## config.mk

```make
export PLATFORM = sky130hd
export DESIGN_NAME = wlc_limit_check
export DESIGN_NICKNAME = d
export VERILOG_FILES = /design/src/wlc_pkg.sv /design/src/wlc_seg_cmp.sv /design/src/wlc_limit_check.sv
export SDC_FILE = /design/constraint.sdc
export NUM_CORES = 2
export LEC_CHECK = 0
export ABC_AREA = 1
export BUFFER_PORTS_ARGS = -buffer_cell sky130_fd_sc_hd__buf_2
export CAP_MARGIN = 5
export CORE_MARGIN = 5
export CORE_UTILIZATION = 55
export DETAILED_ROUTE_END_ITERATION = 16
export PLACE_DENSITY = 0.78
export SLEW_MARGIN = 15
export SYNTH_ARGS = -nofsm -noshare
export SYNTH_HDL_FRONTEND = slang
export SYNTH_HIERARCHICAL = 1
export SYNTH_SLANG_ARGS = --single-unit
```

## constraint.sdc

```tcl
create_clock -name clk -period 25.9 [get_ports clk]
set_input_delay 5.18 -clock clk [delete_from_list [all_inputs] [get_ports clk]]
set_output_delay 5.18 -clock clk [all_outputs]
set_load 0.05 [all_outputs]
```

## src/wlc_pkg.sv

```systemverilog
// Constants, types and the summary of operation for the limit-check block
// Summary of operation
// - Classify the current result as exactly one of LO, OK or HI.
// - Compare piece count in counting mode, weight in weighing and auto-tare modes.
// - No checking while weight stays below twenty display divisions.
// - High limit zero: only test result at or below low limit.
// - Low limit zero: only test result at or above high limit.
// - Equal limits act as an equality check against that value.
// - Six-digit low then high limit, each confirmed, then checking is enabled.
// - Clear key during entry zeroes that limit and cancels checking.
// - In styles 2 to 4, LO shows yellow, OK shows green, HI shows red.
// - Five bar styles coded 0 to 4; style 0 keeps the bar dark.
// - Style 1 lights the bar from the zero end to the result position.
// - Style 2 lights all eight LEDs of the result colour.
// - Style 3 lights one LED of the result colour at a value-derived place.
// - Style 4 lights a value-derived count of LEDs of the result colour.
// - Negative option off blanks the bar for negative results.
// - Negative option on uses the magnitude of a negative result.
// - A near-zero threshold of zero disables near-zero gating.
// - Comparison starts only once weight exceeds the near-zero threshold.
// - A near-zero threshold below twenty divisions counts as twenty.
package wlc_pkg;
    localparam int VW = 20;
    localparam int AW = 8;
    localparam int DIGITS = 6;
    localparam int BAR_STEPS = 24;
    localparam logic [AW-1:0] OFS_CTRL = 8'h00;
    localparam logic [AW-1:0] OFS_LOW = 8'h04;
    localparam logic [AW-1:0] OFS_HIGH = 8'h08;
    localparam logic [AW-1:0] OFS_NEARZ = 8'h0c;
    localparam logic [AW-1:0] OFS_SPAN = 8'h10;
    localparam logic [AW-1:0] OFS_STATUS = 8'h14;
    localparam logic [VW-1:0] MIN_DIV = 20'h00014;
    localparam logic [VW-1:0] LIMIT_RST = 20'h00000;
    localparam logic [VW-1:0] NEARZ_RST = 20'h00000;
    localparam logic [VW-1:0] SPAN_RST = 20'h003e8;
    localparam logic [2:0] NDIG_MAX = 3'h6;
    localparam logic [3:0] DIGIT_MAX = 4'h9;
    localparam logic [3:0] KEY_CONFIRM = 4'ha;
    localparam logic [3:0] KEY_CLEAR = 4'hb;
    localparam logic [3:0] KEY_CHECK = 4'hc;
    localparam logic [2:0] STYLE_OFF = 3'h0;
    localparam logic [2:0] STYLE_PROGRESS = 3'h1;
    localparam logic [2:0] STYLE_BAR = 3'h2;
    localparam logic [2:0] STYLE_DOT = 3'h3;
    localparam logic [2:0] STYLE_RANGE = 3'h4;

    typedef enum logic [1:0] {
        RES_NONE = 2'b00,
        RES_LO = 2'b01,
        RES_OK = 2'b10,
        RES_HI = 2'b11
    } wlc_res_t;

    typedef enum logic [1:0] {
        MODE_WEIGH = 2'b00,
        MODE_COUNT = 2'b01,
        MODE_ATM = 2'b10
    } wlc_mode_t;

    typedef enum logic [1:0] {
        ENT_IDLE = 2'b00,
        ENT_LOW = 2'b01,
        ENT_HIGH = 2'b10
    } wlc_ent_t;

    typedef struct packed {
        logic check_en;
        logic neg_on;
        logic [2:0] style;
        logic [1:0] mode;
    } wlc_ctrl_t;

    localparam wlc_ctrl_t CTRL_RST = 7'h00;

    typedef struct packed {
        logic [7:0] red;
        logic [7:0] green;
        logic [7:0] yellow;
    } wlc_bar_t;
endpackage : wlc_pkg

```

## src/wlc_seg_cmp.sv

```systemverilog
// One threshold step of the light bar position scale
`timescale 1ns/100ps
module wlc_seg_cmp #(
    parameter int K = 0
) (
    // Value and full-scale span
    input wire logic [wlc_pkg::VW-1:0] value,
    input wire logic [wlc_pkg::VW-1:0] span,
    // Step reached
    output logic hit
);
    localparam logic [25:0] STEPS = 26'(wlc_pkg::BAR_STEPS);
    localparam logic [25:0] KK = 26'(K);
    wire logic [25:0] val_scaled;
    wire logic [25:0] span_scaled;

    // Multiply instead of divide: compares value/span against K/24
    assign val_scaled = {6'h00, value} * STEPS;
    assign span_scaled = {6'h00, span} * KK;
    assign hit = (val_scaled >= span_scaled);
endmodule : wlc_seg_cmp

```

## src/wlc_limit_check.sv

```systemverilog
// Limit check with keypad entry, register port and tri-colour light bar
`timescale 1ns/100ps
module wlc_limit_check (
    // Clock and reset
    input wire logic clk,
    input wire logic sys_rst,
    // Register port
    input wire logic [wlc_pkg::AW-1:0] reg_addr,
    input wire logic [31:0] reg_wdata,
    input wire logic reg_wr,
    input wire logic reg_rd,
    output logic [31:0] reg_rdata,
    // Operator keypad
    input wire logic key_strobe,
    input wire logic [3:0] key_code,
    // Measurement front end, same clock
    input wire logic signed [wlc_pkg::VW:0] meas_weight,
    input wire logic signed [wlc_pkg::VW:0] meas_count,
    // Light bar and result
    output wlc_pkg::wlc_bar_t bar,
    output wlc_pkg::wlc_res_t check_result
);
    localparam int VW = wlc_pkg::VW;

    // Register state
    wlc_pkg::wlc_ctrl_t ctrl_reg, ctrl_next;
    logic [VW-1:0] low_reg, low_next;
    logic [VW-1:0] high_reg, high_next;
    logic [VW-1:0] nearz_reg, nearz_next;
    logic [VW-1:0] span_reg, span_next;
    logic [31:0] rdata_reg, rdata_next;

    // Keypad entry state
    wlc_pkg::wlc_ent_t ent_reg, ent_next;
    logic [VW-1:0] acc_reg, acc_next;
    logic [2:0] ndig_reg, ndig_next;
    logic typed_reg, typed_next;
    logic clr_reg, clr_next;

    // Keypad synchronisers
    logic stb_s1, stb_s2, stb_s3;
    logic [3:0] code_s1, code_s2;

    // Outputs and style seen with them
    wlc_pkg::wlc_bar_t bar_reg, bar_next;
    wlc_pkg::wlc_res_t res_reg, res_next;
    logic [2:0] style_q;

    // Address decode
    wire logic hit_ctrl = (reg_addr == wlc_pkg::OFS_CTRL);
    wire logic hit_low = (reg_addr == wlc_pkg::OFS_LOW);
    wire logic hit_high = (reg_addr == wlc_pkg::OFS_HIGH);
    wire logic hit_nearz = (reg_addr == wlc_pkg::OFS_NEARZ);
    wire logic hit_span = (reg_addr == wlc_pkg::OFS_SPAN);
    wire logic hit_status = (reg_addr == wlc_pkg::OFS_STATUS);
    wire logic wr_ctrl = reg_wr && hit_ctrl;
    wire logic wr_low = reg_wr && hit_low;
    wire logic wr_high = reg_wr && hit_high;
    wire logic wr_nearz = reg_wr && hit_nearz;
    wire logic wr_span = reg_wr && hit_span;

    // Keypad events, taken from the synchronised strobe edge
    wire logic key_evt = stb_s2 && !stb_s3;
    wire logic key_digit = key_evt && (code_s2 <= wlc_pkg::DIGIT_MAX);
    wire logic key_confirm = key_evt && (code_s2 == wlc_pkg::KEY_CONFIRM);
    wire logic key_clear = key_evt && (code_s2 == wlc_pkg::KEY_CLEAR);
    wire logic key_check = key_evt && (code_s2 == wlc_pkg::KEY_CHECK);
    wire logic commit_high = key_confirm && (ent_reg == wlc_pkg::ENT_HIGH);

    // Result selection and sign handling
    wire logic counting = (ctrl_reg.mode == wlc_pkg::MODE_COUNT);
    wire logic signed [VW:0] sel_val = counting ? meas_count : meas_weight;
    wire logic sel_neg = sel_val[VW];
    wire logic [VW:0] sel_abs = sel_neg ? (-sel_val) : sel_val;
    wire logic [VW-1:0] res_mag = sel_abs[VW-1:0];
    wire logic w_neg = meas_weight[VW];
    wire logic [VW:0] w_abs = w_neg ? (-meas_weight) : meas_weight;
    wire logic [VW-1:0] wmag = w_abs[VW-1:0];

    // Gating
    wire logic neg_blank = sel_neg && !ctrl_reg.neg_on;
    wire logic min_ok = (wmag >= wlc_pkg::MIN_DIV);
    wire logic [VW-1:0] nz_eff = (nearz_reg < wlc_pkg::MIN_DIV) ?
        wlc_pkg::MIN_DIV : nearz_reg;
    wire logic nz_ok = (nearz_reg == '0) || (wmag > nz_eff);
    wire logic active = ctrl_reg.check_en && !neg_blank && min_ok && nz_ok;

    // Limit compares
    wire logic low_zero = (low_reg == '0);
    wire logic high_zero = (high_reg == '0);
    wire logic at_or_below = (res_mag <= low_reg);
    wire logic at_or_above = (res_mag >= high_reg);
    wire logic equal_lim = (low_reg == high_reg);

    // Bar position thermometer over 24 steps
    logic [wlc_pkg::BAR_STEPS-1:0] therm24;
    logic [7:0] therm8;
    logic [7:0] dot8;

    genvar gk;
    generate
        for (gk = 0; gk < wlc_pkg::BAR_STEPS; gk++) begin : g_step
            wlc_seg_cmp #(
                .K(gk)
            ) u_step (
                .value(res_mag),
                .span(span_reg),
                .hit(therm24[gk])
            );
        end
        for (gk = 0; gk < 8; gk++) begin : g_eight
            assign therm8[gk] = therm24[3*gk];
        end
    endgenerate

    // Highest lit step only
    assign dot8 = therm8 & ~(therm8 >> 1);

    // Status word
    wire logic [31:0] status_word = {26'h0, ent_reg, ctrl_reg.check_en,
        active, res_reg};

    // Read mux; unmapped addresses read zero
    wire logic [31:0] rd_mux =
        hit_ctrl ? {25'h0, ctrl_reg} :
        hit_low ? {12'h0, low_reg} :
        hit_high ? {12'h0, high_reg} :
        hit_nearz ? {12'h0, nearz_reg} :
        hit_span ? {12'h0, span_reg} :
        hit_status ? status_word : 32'h0;

    assign reg_rdata = rdata_reg;
    assign bar = bar_reg;
    assign check_result = res_reg;

    // Place an 8-LED pattern in the colour of the result
    function automatic wlc_pkg::wlc_bar_t paint(
        input wlc_pkg::wlc_res_t r,
        input logic [7:0] pat
    );
        wlc_pkg::wlc_bar_t b;
        b = '0;
        case (r)
            wlc_pkg::RES_LO: b.yellow = pat;
            wlc_pkg::RES_OK: b.green = pat;
            wlc_pkg::RES_HI: b.red = pat;
            default: b = '0;
        endcase
        return b;
    endfunction : paint

    // Classification
    always_comb begin
        res_next = wlc_pkg::RES_NONE;
        if (active) begin
            if (high_zero) begin
                res_next = at_or_below ? wlc_pkg::RES_LO :
                    wlc_pkg::RES_OK;
            end else if (low_zero) begin
                res_next = at_or_above ? wlc_pkg::RES_HI :
                    wlc_pkg::RES_OK;
            end else if (equal_lim) begin
                res_next = (res_mag == low_reg) ? wlc_pkg::RES_OK :
                    (res_mag < low_reg) ? wlc_pkg::RES_LO :
                    wlc_pkg::RES_HI;
            end else if (at_or_below) begin
                res_next = wlc_pkg::RES_LO;
            end else if (at_or_above) begin
                res_next = wlc_pkg::RES_HI;
            end else begin
                res_next = wlc_pkg::RES_OK;
            end
        end
    end

    // Light bar pattern
    always_comb begin
        bar_next = '0;
        if (res_next != wlc_pkg::RES_NONE) begin
            case (ctrl_reg.style)
                wlc_pkg::STYLE_OFF: bar_next = '0;
                wlc_pkg::STYLE_PROGRESS: bar_next = therm24;
                wlc_pkg::STYLE_BAR: bar_next = paint(res_next, 8'hff);
                wlc_pkg::STYLE_DOT: bar_next = paint(res_next, dot8);
                wlc_pkg::STYLE_RANGE: bar_next = paint(res_next, therm8);
                default: bar_next = '0;
            endcase
        end
    end

    // Register writes and keypad limit entry
    always_comb begin
        ctrl_next = ctrl_reg;
        low_next = low_reg;
        high_next = high_reg;
        nearz_next = nearz_reg;
        span_next = span_reg;
        ent_next = ent_reg;
        acc_next = acc_reg;
        ndig_next = ndig_reg;
        typed_next = typed_reg;
        clr_next = clr_reg;
        if (wr_ctrl) begin
            ctrl_next = reg_wdata[6:0];
        end
        if (wr_low) begin
            low_next = reg_wdata[VW-1:0];
        end
        if (wr_high) begin
            high_next = reg_wdata[VW-1:0];
        end
        if (wr_nearz) begin
            nearz_next = reg_wdata[VW-1:0];
        end
        if (wr_span) begin
            span_next = reg_wdata[VW-1:0];
        end
        // Keypad wins over a bus write in the same cycle
        case (ent_reg)
            wlc_pkg::ENT_IDLE: begin
                if (key_check) begin
                    ent_next = wlc_pkg::ENT_LOW;
                    acc_next = '0;
                    ndig_next = '0;
                    typed_next = 1'b0;
                    clr_next = 1'b0;
                end
            end
            wlc_pkg::ENT_LOW, wlc_pkg::ENT_HIGH: begin
                if (key_digit && ndig_reg < wlc_pkg::NDIG_MAX) begin
                    acc_next = acc_reg * 20'd10 + {16'h0, code_s2};
                    ndig_next = ndig_reg + 3'h1;
                    typed_next = 1'b1;
                end else if (key_clear) begin
                    acc_next = '0;
                    ndig_next = '0;
                    typed_next = 1'b1;
                    clr_next = 1'b1;
                end else if (key_confirm) begin
                    acc_next = '0;
                    ndig_next = '0;
                    typed_next = 1'b0;
                    if (ent_reg == wlc_pkg::ENT_LOW) begin
                        if (typed_reg) begin
                            low_next = acc_reg;
                        end
                        ent_next = wlc_pkg::ENT_HIGH;
                    end else begin
                        if (typed_reg) begin
                            high_next = acc_reg;
                        end
                        ent_next = wlc_pkg::ENT_IDLE;
                        ctrl_next.check_en = !clr_reg;
                    end
                end
            end
            default: ent_next = wlc_pkg::ENT_IDLE;
        endcase
    end

    // Keypad pins cross in through two flip-flops
    always_ff @(posedge clk or posedge sys_rst) begin
        if (sys_rst) begin
            stb_s1 <= 1'b0;
            stb_s2 <= 1'b0;
            stb_s3 <= 1'b0;
            code_s1 <= 4'h0;
            code_s2 <= 4'h0;
        end else begin
            stb_s1 <= key_strobe;
            stb_s2 <= stb_s1;
            stb_s3 <= stb_s2;
            code_s1 <= key_code;
            code_s2 <= code_s1;
        end
    end

    // Configuration and entry state
    always_ff @(posedge clk or posedge sys_rst) begin
        if (sys_rst) begin
            ctrl_reg <= wlc_pkg::CTRL_RST;
            low_reg <= wlc_pkg::LIMIT_RST;
            high_reg <= wlc_pkg::LIMIT_RST;
            nearz_reg <= wlc_pkg::NEARZ_RST;
            span_reg <= wlc_pkg::SPAN_RST;
            ent_reg <= wlc_pkg::ENT_IDLE;
            acc_reg <= '0;
            ndig_reg <= '0;
            typed_reg <= 1'b0;
            clr_reg <= 1'b0;
        end else begin
            ctrl_reg <= ctrl_next;
            low_reg <= low_next;
            high_reg <= high_next;
            nearz_reg <= nearz_next;
            span_reg <= span_next;
            ent_reg <= ent_next;
            acc_reg <= acc_next;
            ndig_reg <= ndig_next;
            typed_reg <= typed_next;
            clr_reg <= clr_next;
        end
    end

    // Outputs; read data is only meaningful the cycle after a read strobe
    always_ff @(posedge clk or posedge sys_rst) begin
        if (sys_rst) begin
            rdata_reg <= 32'h0;
            bar_reg <= '0;
            res_reg <= wlc_pkg::RES_NONE;
            style_q <= wlc_pkg::STYLE_OFF;
        end else begin
            rdata_reg <= reg_rd ? rd_mux : 32'h0;
            bar_reg <= bar_next;
            res_reg <= res_next;
            style_q <= ctrl_reg.style;
        end
    end
endmodule : wlc_limit_check

```

## After elaboration in Yosys (flattened, before gate mapping)

Cells that the tools add are included.

- Memories: 0
- Output and inout port bits: 58
- Register bits after elaboration: 171
- Bits in writable memories: 0
- ROM bits: 0
- Bits of input ports: 91
- Latch bits: 0

- Add/subtract/negate cells: 4
- Shift operators: 0
- Mux-type cells: 75
- Div/mod/pow operators: 0
- $mul: 20
- Reduce and logical (&&, ||, !) cells: 31
- Equal/unequal tests: 26
- Bitwise gates (word level): 2
- Order comparisons: 32

Operators by type and width:

| cell | number |
|---|---|
| 20-bit 2-to-1 mux | 27 |
| 25-bit by 24-bit >= comparator with 1-bit output | 8 |
| 25-bit >= comparator | 7 |
| 20-bit by 4-bit multiplier with 24-bit output, second input constant | 6 |
| 20-bit by 3-bit multiplier with 23-bit output, second input constant | 5 |
| 25-bit by 23-bit >= comparator with 1-bit output | 4 |
| 20-bit by 5-bit multiplier with 25-bit output, second input constant | 4 |
| 24-bit case mux with 4 select lines | 1 |
| 20-bit by 2-bit multiplier with 22-bit output, second input constant | 4 |
| 8-bit 2-to-1 mux | 9 |
| 20-bit logical NOT | 3 |
| 25-bit by 22-bit >= comparator with 1-bit output | 2 |
| 20-bit == test | 2 |
| 20-bit negation | 2 |
| 20-bit case mux with 2 select lines | 1 |
| 2-bit 2-to-1 mux | 13 |
| 25-bit by 1-bit >= comparator with 1-bit output, second input constant | 1 |
| 25-bit by 20-bit >= comparator with 1-bit output | 1 |
| 25-bit by 21-bit >= comparator with 1-bit output | 1 |
| 24-bit 2-to-1 mux | 1 |
| 21-bit 2-to-1 mux | 1 |
| 20-bit by 4-bit adder with 20-bit output | 1 |
| 20-bit >= comparator | 1 |
| 20-bit by 5-bit >= comparator with 1-bit output, second input constant | 1 |
| other kinds (37) | 84 |

## Depth between registers and ports, before layout

- Word-level depth: 15
- Depth in mapped cells: 40

## By module

Netlist, hierarchy kept.

Modules (own cells, without submodules):

| module | cells each | times used | area each (sq um) |
|---|---|---|---|
| wlc_limit_check | 1708 | 1 | 12443.2 |
| wlc_seg_cmp at g_step[23].u_step | 765 | 1 | 4677.0 |
| wlc_seg_cmp at g_step[21].u_step | 726 | 1 | 4255.3 |
| wlc_seg_cmp at g_step[13].u_step | 726 | 1 | 4166.5 |
| wlc_seg_cmp at g_step[15].u_step | 655 | 1 | 4119.0 |
| wlc_seg_cmp at g_step[22].u_step | 683 | 1 | 3991.3 |
| wlc_seg_cmp at g_step[19].u_step | 652 | 1 | 3981.3 |
| wlc_seg_cmp at g_step[11].u_step | 605 | 1 | 3731.1 |
| wlc_seg_cmp at g_step[7].u_step | 519 | 1 | 3355.7 |
| wlc_seg_cmp at g_step[14].u_step | 478 | 1 | 3163.0 |
| wlc_seg_cmp at g_step[12].u_step | 526 | 1 | 3010.4 |
| wlc_seg_cmp at g_step[9].u_step | 500 | 1 | 3009.1 |
| wlc_seg_cmp at g_step[17].u_step | 524 | 1 | 2995.4 |
| wlc_seg_cmp at g_step[18].u_step | 505 | 1 | 2959.1 |
| +11 rows | n/a | n/a | n/a |

## Least setup slack after synthesis

OpenSTA, ideal clock, no wires.

- Kind: input port to flip-flop
- Start point: input meas_weight[20] (netlist bit)
- End point: register bar_reg, in the netlist bar[8]
- Buffers on the path: 2
- Stages on the path: 31
- Setup slack: 11.771 ns
- Arrival time: 13.990 ns
- Library setup time: 0.139 ns
- Cells stage by stage: buf_4 nand2_1 o21ai_1 clkbuf_1 o21ai_0 ha_1 inv_1 fa_1 inv_1 nand3_1 nand3_1 nand3_1 nand3_1 a21oi_1 xnor2_1 ha_1 nand2_1 nor2_1 nand4_1 nor2_1 nand2_1 inv_1 nand2_1 nand2_1 nand2_1 nand2_1 nor3_1 o21ai_0 nand2_1 nand4_1 a21oi_1

RTL lines:

| item | line | RTL |
|---|---|---|
| from (decl) | wlc_limit_check.sv:17 | `input wire logic signed [wlc_pkg::VW:0] meas_weight,` |
| to (signal assigned) | wlc_limit_check.sv:314 | `bar_reg <= bar_next;` |
| to (decl) | wlc_limit_check.sv:45 | `wlc_pkg::wlc_bar_t bar_reg, bar_next;` |

==> impl_metrics.yaml <==
min_path:
  hold_path_class: "reg2reg"
clock_tree:
  cts_inserted_buffers: 17
  cts_buffer_depth: 2
  clk_latency_ns: 0.44
  cts_root_buf: "clkbuf_16"
  clock_sinks: 171
  cts_htree_levels: 4
  clk_pin_slew_worst_paths_ns: 0.08
  cts_hold_buf: 0
  cts_setup_buffers: 0
  cts_resized: 0
  tritoncts: "done"
synthesis:
  yosysUniqueCellTypes: 81
  synth-seq-cells: 171
  synth_warnings: 6
  synth_top_area_share_pct: 25.8
  yosysTopAreaCell: "ha_1"
  netlist_top_cells_area: "ha_1 (26%), nand2_1 (18%), inv_1 (9.9%)"
  seq_area_frac_synth_pct: 5.21
  syn-instance-count: 13300
  syn_avg_cell_area_um2: 6.18
  ys_async_sr_fraction_pct: 100
  synth_flop_cell: "dfrtp_1"
  synth_edf_count: 0
  synth_area_um2: 82300
routing:
  drt-pass1-iter-count: 6
  routed_wl_um: 247000
  via_per_inst: 5.48
  post_drt_wl_per_cell_um: 16.0
  vias: 84600
  postRouteAntennaNets: 0
  drtIter0Drc: 6431
  route.detailed.drc: 0
setup_path:
  critical_path_required_ns: 26.27
  rr_startpoint: "ctrl_reg[1]"
  startpoint_type: "input port"
  critPathCaptureType: "flop"
  r2r_end: "bar[20]"
  worstSetupStartpoint: "meas_weight[20]"
  r2r_setup_slack_ns: 18.88
  crit_top_cell: "nand2_1"
  cpPeakStageDelay_ns: 0.75
  r2r_cells: 32
  critical_path_arrival_ns: 11.18
  cp_max_fo: 32
  endpoint: "bar[20]"
  worstSetupPathType: "in2reg"
  critPathSlowestCell: "clkinv_2"
timing:
  finalSetupViolations: 0
  final_hold_viol_count: 0
  fmaxAchievable_mhz: 92.5
  fin_crit_sh_pct: 41.7
  timing.setup.tns_ns: 0
  slew_viol_final: 0
  relSlewSlack_pct: 23.6
  period_needed_ns: 10.81
  tightest_slew_ns: 1.15
  fin_worst_skew_ns: 0.0127
  rsz0062_at_grt: "no"
floorplan:
  ios: 149
  start_util_pct: 55.1
  rows: 142
  die_x_um: 397
  die_h_um: 397
  die-area_um2: 157000
  fp.coreArea_um2: 149000
finish:
  drive_gt1_share_pct: 6.63
  fin_cells: 15400
  n_fill_cell: 15000
  area_growth_pct: 4.99
  final_cell_area_um2: 86400
  largest_register_ffs: 24
  final_nets: 15500
  fin_util_pct: 57.9
run:
  cap_violations: 0
power:
  p_leak_nw: 48.8
  power_per_cell_area_nw_per_um2: 41.3
  ir_drop_mv: 0.0460
  finalPower_w: 0.00356
global_routing:
  antenna_found_initial: 6
  grt_usage_pct: 30.2
  first_global_vias: 76600
  grt-ovfl-total: 0
  grt_pass1_wl_um: 392000
  grt_start_max_net_pins: 95
placement:
  dp_cells: 15400
  place.gp.congestion: 1.01
  dp_hpwl_um: 195000
  dpl_cell_area_um2: 85700
  port_buffers: 124
outcome:
  status: "finished clean"
## cells by family (layout without fill, tap and decap cells)
kind of cell	Yosys count	count (layout)	synth area share (%)
simple gates	6544	6544	34.4
buf+inv	2316	2476	10.7
fa+ha+maj	1921	1921	31.3
compound gates	1822	1822	12.7
xor+xnor	527	527	5.64
flops	171	171	5.21
other cells	2	17	0.00913
mux	1	1	0.0137
## area by class of cell
cell class	instances	area [um2]	share of cell area (%)
Timing Repair Buffer	190	1140	1.32
Clock inverter	15	198	0.229
Inverter	2254	8500	9.84
Multi-Input combinational cell	10800	69300	80.2
Antenna cell	4	10.0	0.0116
Tap cell	1944	2430	2.82
Clock buffer	17	425	0.493
Sequential cell	171	4360	5.05
## layer usage
layer / up-vias / wire (um) / GRT usage [%]
met5: - / 13 / 0
met4: 2 / 10300 / 9.95
met3: 440 / 19300 / 3.79
met2: 2544 / 109000 / 50.3
met1: 38000 / 109000 / 40.4
li1: 43500 / - / -
## worst max-delay path, delay by kind of cell
family	cells	cell delay (ns)
XOR/XNOR	1	0.21
adder cells (fa/ha/maj)	2	0.76
AO/OA/AOI/OAI	2	0.25
buffers and inverters	6	2.35
AND/OR/NAND/NOR	18	2.37
## placed cells by master, fill, tap and decap left out, types with 12 or more instances in the layout
cell type and count:
nand2_1 3880, inv_1 2144, ha_1 1696, nor2_1 1047
a21oi_1 935, nand3_1 687, o21ai_0 402, xor2_1 305
nand4_1 243, fa_1 225, xnor2_1 216, nand2_2 165
dfrtp_1 151, buf_2 124, nor3_1 112, nor2_2 100
nand3b_1 92, inv_2 89, o21bai_1 76, nand3_2 74
buf_4 64, a21oi_2 56, a21o_1 49, o21ai_1 48
o21ai_2 41, o21a_1 36, o22ai_1 33, and2_1 32
a31oi_1 29, nor3_2 22, a211oi_1 22, o211ai_1 21
nor4_1 17, clkbuf_16 17, nor2_4 14, dfrtp_4 14
conb_1 13, clkinv_2 12
## worst min-delay path by stage
stage / start / endpoint / slack, ns / cells past startpoint
after floorplan: code_s1[0] / code_s2[0] / 0.33 / 0
after global placement: code_s1[0] / code_s2[0] / 0.33 / 0
after detailed placement: code_s1[3] / code_s2[3] / 0.34 / 0
after CTS: code_s1[0] / code_s2[0] / 0.35 / 0
after global routing: code_s1[3] / code_s2[3] / 0.37 / 0
final: code_s1[0] / code_s2[0] / 0.35 / 0
## cells in the mapped netlist, types with 6 or more instances
cell type / count
a21boi_2: 7
nor2_4: 14
nand2_1: 3880
o211ai_1: 21
nand3_1: 687
nor2_1: 1049
xor2_1: 308
nor3_1: 113
o21ai_2: 41
a21oi_2: 56
a211oi_1: 22
dfstp_2: 6
buf_4: 17
nor2_2: 98
fa_1: 225
a21boi_1: 6
a21o_1: 49
clkbuf_1: 31
xnor2_1: 216
o22ai_1: 33
nand4_1: 243
nand3_2: 74
dfrtp_1: 165
a21oi_1: 935
nand3b_1: 92
a31oi_1: 29
and3_1: 9
or2_2: 9
nor4_1: 17
a21boi_0: 9
o21ai_0: 403
and2_1: 32
a221oi_1: 8
nor3_2: 21
ha_1: 1696
nand2_2: 165
o21a_1: 36
a32o_1: 6
o21bai_1: 76
buf_2: 11
o21ai_1: 48
inv_1: 2161
inv_2: 89
nand2_4: 7
## metrics by stage
| stage | hold WS (ns) | worst slack, ns |
|---|---|---|
| 2_1_floorplan | 0.331 | 11.77 |
| 3_3_place_gp | 0.332 | 14.78 |
| 3_5_place_dp | 0.336 | 14.76 |
| 4_1_cts | 0.354 | 15.21 |
| 5_1_grt | 0.366 | 14.63 |
| 6_report | 0.353 | 15.09 |
## power by group
group	internal, W	leakage [nW]	switching (W)
Clock	0.000141	0.303	0.000130
Combinational	0.00109	46.2	0.00187
Sequential	0.000288	2.30	0.0000442
(Power assumes the default switching activity.)
